<file path="src/cdi_map.svh">
`ifndef CDI_MAP_SVH
`define CDI_MAP_SVH
// command codes
`define CDI_CMD_LOAD_SEGMENTS 8'h01
`define CDI_CMD_LOAD_BACKPLANE 8'h02
// parameter field positions
`define CDI_BP_BIT 0
`define CDI_POL_INV_BIT 0
// image geometry
`define CDI_SEG_COUNT 256
`define CDI_SEG_BYTES 32
// host register offsets (byte addresses)
`define CDI_REG_CTRL 8'h00
`define CDI_REG_DATA 8'h04
`define CDI_REG_STATUS 8'h08
`define CDI_REG_RANGE 8'h0C
// control register fields
`define CDI_CTRL_GO_BIT 0
`define CDI_CTRL_CMD_LSB 8
// range register fields
`define CDI_RANGE_FIRST_LSB 0
`define CDI_RANGE_LAST_LSB 8
`define CDI_RANGE_RESET 32'h00001F00
`endif

</file>
<file path="src/cdi_pkg.sv">
package cdi_pkg;
  typedef enum logic [1:0] {CDI_IDLE, CDI_PARAM} cdi_dev_state_t;
  typedef enum logic [1:0] {CDI_H_IDLE, CDI_H_CMD, CDI_H_DATA, CDI_H_WAIT} cdi_host_state_t;
endpackage

</file>
<file path="src/cdi_link_if.sv">
`timescale 1ns/100ps
interface cdi_link_if;
  logic valid;
  logic is_cmd;
  logic [7:0] data;
  logic ready;
  modport host (output valid, output is_cmd, output data, input ready);
  modport dev (input valid, input is_cmd, input data, output ready);
endinterface

</file>
<file path="src/cdi_dev.sv">
// The address map and the Wishbone register port are this design's own decisions.
`timescale 1ns/100ps
`include "cdi_map.svh"
module cdi_dev
  import cdi_pkg::*;
#(
  parameter int SEG_COUNT = `CDI_SEG_COUNT
) (
  // clock and reset
  input wire logic clk_i,
  input wire logic rst_i,
  // command link
  cdi_link_if.dev link,
  // device context
  input wire logic [1:0] polarity_mode_field_i,
  input wire logic [4:0] first_param_index_i,
  input wire logic update_busy_i,
  input wire logic update_done_i,
  input wire logic [SEG_COUNT-1:0] next_segment_image_i,
  input wire logic next_backplane_bit_i,
  // stored image
  output logic [SEG_COUNT-1:0] current_segment_image_o,
  output logic current_backplane_bit_o
);
  // last byte slot of the image; bytes past it are not stored
  localparam logic [4:0] LAST_INDEX = 5'(SEG_COUNT / 8 - 1);

  // whole state in one word; only the control part sees reset
  typedef struct packed {
    cdi_dev_state_t state;
    logic [7:0] cmd;
    logic [4:0] index;
    logic drop;
    logic [SEG_COUNT-1:0] seg;
    logic bp;
  } cdi_dev_st_t;

  cdi_dev_st_t st;
  cdi_dev_st_t next_st;
  logic cmd_in;
  logic byte_in;
  logic accept;
  logic [7:0] stored_byte;

  // odd polarity codes invert, even ones store as written
  function automatic logic [7:0] apply_polarity(
    input logic [1:0] mode,
    input logic [7:0] value
  );
    logic [7:0] result;
    if (mode[`CDI_POL_INV_BIT]) begin
      result = ~value;
    end else begin
      result = value;
    end
    return result;
  endfunction

  function automatic logic is_load_cmd(input logic [7:0] code);
    logic result;
    result = (code == `CDI_CMD_LOAD_SEGMENTS) || (code == `CDI_CMD_LOAD_BACKPLANE);
    return result;
  endfunction

  function automatic logic [SEG_COUNT-1:0] place_byte(
    input logic [SEG_COUNT-1:0] image,
    input logic [4:0] index,
    input logic [7:0] value
  );
    logic [SEG_COUNT-1:0] result;
    result = image;
    result[{index, 3'h0} +: 8] = value;
    return result;
  endfunction

  assign link.ready = 1'b1;
  assign cmd_in = link.valid && link.is_cmd;
  assign byte_in = link.valid && !link.is_cmd;
  assign stored_byte = apply_polarity(polarity_mode_field_i, link.data);
  // a byte lands only outside an update, for a command taken outside one
  assign accept = byte_in && !update_busy_i && !st.drop;
  assign current_segment_image_o = st.seg;
  assign current_backplane_bit_o = st.bp;

  always_comb begin
    next_st = st;
    if (cmd_in) begin
      // a new code always restarts the parameter count
      next_st.cmd = link.data;
      next_st.index = first_param_index_i;
      next_st.drop = update_busy_i;
      if (is_load_cmd(link.data)) begin
        next_st.state = CDI_PARAM;
      end else begin
        next_st.state = CDI_IDLE;
      end
    end else begin
      unique case (st.state)
        CDI_IDLE: begin
          next_st.state = CDI_IDLE;
        end
        CDI_PARAM: begin
          if (byte_in) begin
            if (accept && st.cmd == `CDI_CMD_LOAD_SEGMENTS) begin
              next_st.seg = place_byte(st.seg, st.index, stored_byte);
            end
            if (accept && st.cmd == `CDI_CMD_LOAD_BACKPLANE) begin
              next_st.bp = stored_byte[`CDI_BP_BIT];
            end
            next_st.index = st.index + 5'h01;
            // one byte for the backplane; no wrap past the last segment byte
            if (st.cmd == `CDI_CMD_LOAD_BACKPLANE || st.index == LAST_INDEX) begin
              next_st.state = CDI_IDLE;
            end
          end
        end
        default: begin
          next_st.state = CDI_IDLE;
        end
      endcase
    end
    // the finished update owns the image over a same-cycle parameter byte
    if (update_done_i) begin
      next_st.seg = next_segment_image_i;
      next_st.bp = next_backplane_bit_i;
    end
  end

  always_ff @(posedge clk_i) begin
    st <= next_st;
    // image fields left out on purpose: they outlive resets
    if (rst_i) begin
      st.state <= CDI_IDLE;
      st.cmd <= 8'h00;
      st.index <= 5'h00;
      st.drop <= 1'b0;
    end
  end
endmodule

</file>
<file path="src/flat_wrapper.sv">
// flat-port wrapper written by rule: the top's interface ports become plain ports
module cdi_dev_flat import cdi_pkg::*;
#(
  parameter int SEG_COUNT = `CDI_SEG_COUNT
)
  (clk_i, rst_i, polarity_mode_field_i, first_param_index_i, update_busy_i, update_done_i, next_segment_image_i, next_backplane_bit_i, current_segment_image_o, current_backplane_bit_o, link_valid, link_is_cmd, link_data, link_ready);
  cdi_link_if link_i ();
  input wire logic clk_i;
  input wire logic rst_i;
  input wire logic [1:0] polarity_mode_field_i;
  input wire logic [4:0] first_param_index_i;
  input wire logic update_busy_i;
  input wire logic update_done_i;
  input wire logic [SEG_COUNT-1:0] next_segment_image_i;
  input wire logic next_backplane_bit_i;
  output logic [SEG_COUNT-1:0] current_segment_image_o;
  output logic current_backplane_bit_o;
  input wire logic [$bits(link_i.valid)-1:0] link_valid;
  input wire logic [$bits(link_i.is_cmd)-1:0] link_is_cmd;
  input wire logic [$bits(link_i.data)-1:0] link_data;
  output wire logic [$bits(link_i.ready)-1:0] link_ready;
  assign link_i.valid = link_valid;
  assign link_i.is_cmd = link_is_cmd;
  assign link_i.data = link_data;
  assign link_ready = link_i.ready;
  cdi_dev #(.SEG_COUNT(SEG_COUNT)) u_core (.clk_i(clk_i), .rst_i(rst_i), .link(link_i), .polarity_mode_field_i(polarity_mode_field_i), .first_param_index_i(first_param_index_i), .update_busy_i(update_busy_i), .update_done_i(update_done_i), .next_segment_image_i(next_segment_image_i), .next_backplane_bit_i(next_backplane_bit_i), .current_segment_image_o(current_segment_image_o), .current_backplane_bit_o(current_backplane_bit_o));
endmodule
</file>
<file path="config.mk">
export PLATFORM = sky130hd
export DESIGN_NAME = cdi_dev_flat
export DESIGN_NICKNAME = d
export VERILOG_FILES = /design/src/cdi_pkg.sv /design/src/cdi_link_if.sv /design/src/cdi_dev.sv /design/src/flat_wrapper.sv
export VERILOG_INCLUDE_DIRS = /design/src
export SDC_FILE = /design/constraint.sdc
export NUM_CORES = 1
export LEC_CHECK = 0
export ABC_AREA = 1
export BUFFER_PORTS_ARGS = -buffer_cell sky130_fd_sc_hd__clkbuf_2
export CAP_MARGIN = 25
export CORE_AREA = 2 2 206 208
export DETAILED_ROUTE_END_ITERATION = 8
export DIE_AREA = 0 0 208 210
export PLACE_DENSITY = 0.6
export SYNTH_ARGS = -nofsm -noshare
export SYNTH_HDL_FRONTEND = slang
export SYNTH_SLANG_ARGS = --single-unit
</file>
<file path="constraint.sdc">
create_clock -name clk_i -period 5.75 [get_ports clk_i]
set_input_delay 0.575 -clock clk_i [delete_from_list [all_inputs] [get_ports clk_i]]
set_output_delay 0.575 -clock clk_i [all_outputs]
set_load 0.005 [all_outputs]
</file>
==> results_dict.tcl <==
set metrics [dict create \
    path_class "register to register" \
    fin_nets 2294 \
    cts_buffers 30 \
    synthXorXnorAreaFrac_pct 0.170 \
    setup_violations 0 \
    drc 0 \
    p_seq_share_pct 46.8 \
    cp.required_ns 5.95 \
    dp_hpwl_mm 39.7 \
    globalRouteOverflowTotal 0 \
    use_met2_pct 38.4 \
    ys.flop_type "edfxtp_1" \
    synthAdderAreaFrac_pct 0.487 \
    rsz0062_at_grt "no" \
    finalHoldViolations 0 \
    ios 536 \
    die_x_um 208 \
    netlist_instances 1762 \
    portBuffers 533 \
    firstDrtPassIters 5 \
    critPathCaptureType "register" \
    slew_viol_final 0 \
    vias 12700 \
    arrival_ns 4.14 \
    drive_gt1_share_pct 31.6 \
    wl_mm 52.8 \
    cts-root-buf "clkbuf_16" \
    h-tree-depth 1 \
    p_sw_share_pct 27.4 \
    syn-cell-area_sq_um 15400 \
    ys_seq_elements 272 \
    top_usage_layer "met2" \
    cts.repair.resized 0 \
    post-cts-setup-buffers 0 \
    start_util_pct 37.2 \
    synth-compound-area-share_pct 6.28 \
    pre_cts_ws_ns 1.74 \
    final_cell_mix "622 x nand2_1, 532 x clkbuf_2, 257 x edfxtp_1, 135 x o21ai_0" \
    core_area_sq_um 41500 \
    slew_headroom_pct 29.7 \
    routabilityCongestion 0.856 \
    track_usage_pct 23.3 \
    fin_crit_ns 3.95 \
    fmax_mhz 253 \
    grt_pass1_wl_mm 77.5 \
    startpoint_type "register" \
    drt_iter0_markers 1085 \
    maxCapViolCount 0 \
    dieHeight_um 210 \
    cellLeakagePower_nw 7.92 \
    p_comb_share_pct 15.0 \
    antenna_found_initial 6 \
    clk_latency_ns 0.58 \
    outcome "complete, no violations" \
    synth_top_area_share_pct 50.1 \
    post-route-period-util_pct 68.7 \
    wl_per_cell_um 20.5 \
    synth_top_area_cell "edfxtp_1" \
    finalClockSkew_ns 0.0308 \
    p_int_w 0.00370 \
    synth_top_family_by_area "simple AND/OR/NAND/NOR gates" \
    synth_warnings 0 \
    use_met1_pct 31.5 \
    syn_nets 2046 \
    clock_path_buffers 3 \
    dieArea_sq_um 43700 \
    clkTransAtPathRegs_ns 0.07 \
    grt_pass1_vias 12300 \
    worst_slack_ns 1.80 \
    synth-async-reset-ratio_pct 0 \
    power_frac_clock_pct 38.3 \
    grt_max_degree 174 \
    fillCellCount 4185 \
    mostFrequentLayoutCell "nand2_1" \
    peakVddDrop_uv 202 \
    cts_hold_buf 0 \
    power.total_w 0.00510 \
    setup_tns_ns 0 \
    via_per_inst 4.95 \
    seq_area_frac_synth_pct 52.0 \
    cts_tree "done" \
    p_sw_w 0.00140 \
    worstMarginPinSlew_ns 1.04 \
    holdCritPathClass "input port to register" \
    synth_edf_count 257 \
    syn_avg_cell_area_sq_um 8.75 \
    cts_sinks 272 \
    synth_area_leaders "edfxtp_1 50%, nand2_1 15%, buf_4 13%" \
    final_util_pct 42.5 \
    area_growth_pct 14.3 \
    synthMuxAreaShare_pct 0 \
    met3_usage_pct 4.80 \
    power_density_nw_per_um2 290 \
    cp_max_fo 35 \
    rows 75 \
    synth-simple-area-share_pct 24.0 \
    ant_nets 0 \
    ys_types 31 \
]
[power groups by stage]
stage          combinational [W]  clock, W  sequential (W)
3_3_place_gp            0.000753         0         0.00243
5_1_grt                 0.000834   0.00207         0.00240
6_report                0.000764   0.00195         0.00239
3_5_place_dp            0.000763         0         0.00243
2_1_floorplan           0.000555         0         0.00240
4_1_cts                 0.000766   0.00199         0.00239
[cells by family after synthesis]
family	after synthesis
other	1
AOI/OAI and AO/OA	176
xor gates and xnor gates	3
buffers and inverters	421
and+or+nand+nor	883
DFF	272
adders and majority gates	6
[metrics by stage]
stage                     cells  hold slack, ns  area, sq um
after floorplan            1762           0.437        15400
after global placement     2505           0.451        16600
after detailed placement   2513           0.452        16600
after CTS                  2569           0.232        17600
after global routing       2574           0.239        17600
final                      2575           0.259        17600
[cell usage after synthesis, types with 15 or more instances]
cell type,n
inv_1,73
edfxtp_1,257
clkbuf_1,48
nor3_1,68
nor2_1,66
nand4_1,25
o21bai_1,25
o21ai_0,135
buf_4,260
buf_2,28
dfxtp_1,15
nand3_1,73
nand2_1,622
[final timing paths]
kind         cells after the start                         from                                            to  slack, ns
max reg2reg                      7  u_core.st[259]$_SDFFE_PP0P_  u_core.current_segment_image_o[12]$_DFFE_PP_       1.80
max                              7  u_core.st[259]$_SDFFE_PP0P_  u_core.current_segment_image_o[12]$_DFFE_PP_       1.80
min reg2reg                      2  u_core.st[271]$_SDFFE_PP0P_                   u_core.st[271]$_SDFFE_PP0P_       0.46
min                              3     next_segment_image_i[33]  u_core.current_segment_image_o[33]$_DFFE_PP_       0.26
[final cells by class]
| class | instances | area (sq um) | share of cell area [%] |
|---|---|---|---|
| Sequential cell | 272 | 8020 | 45.5 |
| Multi-Input combinational cell | 1069 | 4790 | 27.2 |
| Timing Repair Buffer | 558 | 2840 | 16.1 |
| Clock buffer | 34 | 787 | 4.47 |
| Tap cell | 539 | 674 | 3.83 |
| Inverter | 79 | 299 | 1.70 |
| Clock inverter | 22 | 208 | 1.18 |
| Antenna cell | 2 | 5.00 | 0.0284 |
[flip-flops by register name (all words and copies together), names as in the netlist]
register and count:
u_core.current_backplane_bit_o 1, u_core.current_segment_image_o 256, u_core.st 15
[layer usage]
metal	vias to the layer above	routed length [um]
met1	5990	22400
li1	6074	-
met4	4	1250
met3	78	4280
met5	-	27
met2	589	24900
[critical path, stage by stage, from the launching register on]
cell and delay (ns):
dfxtp_1 0.52, inv_1 0.11, ha_1 0.28, nand3_2 0.50
nand2_2 0.44, inv_2 0.65, nand2_1 0.21, o21ai_0 0.86
Note: power is estimated with default switching activity, not from simulation.
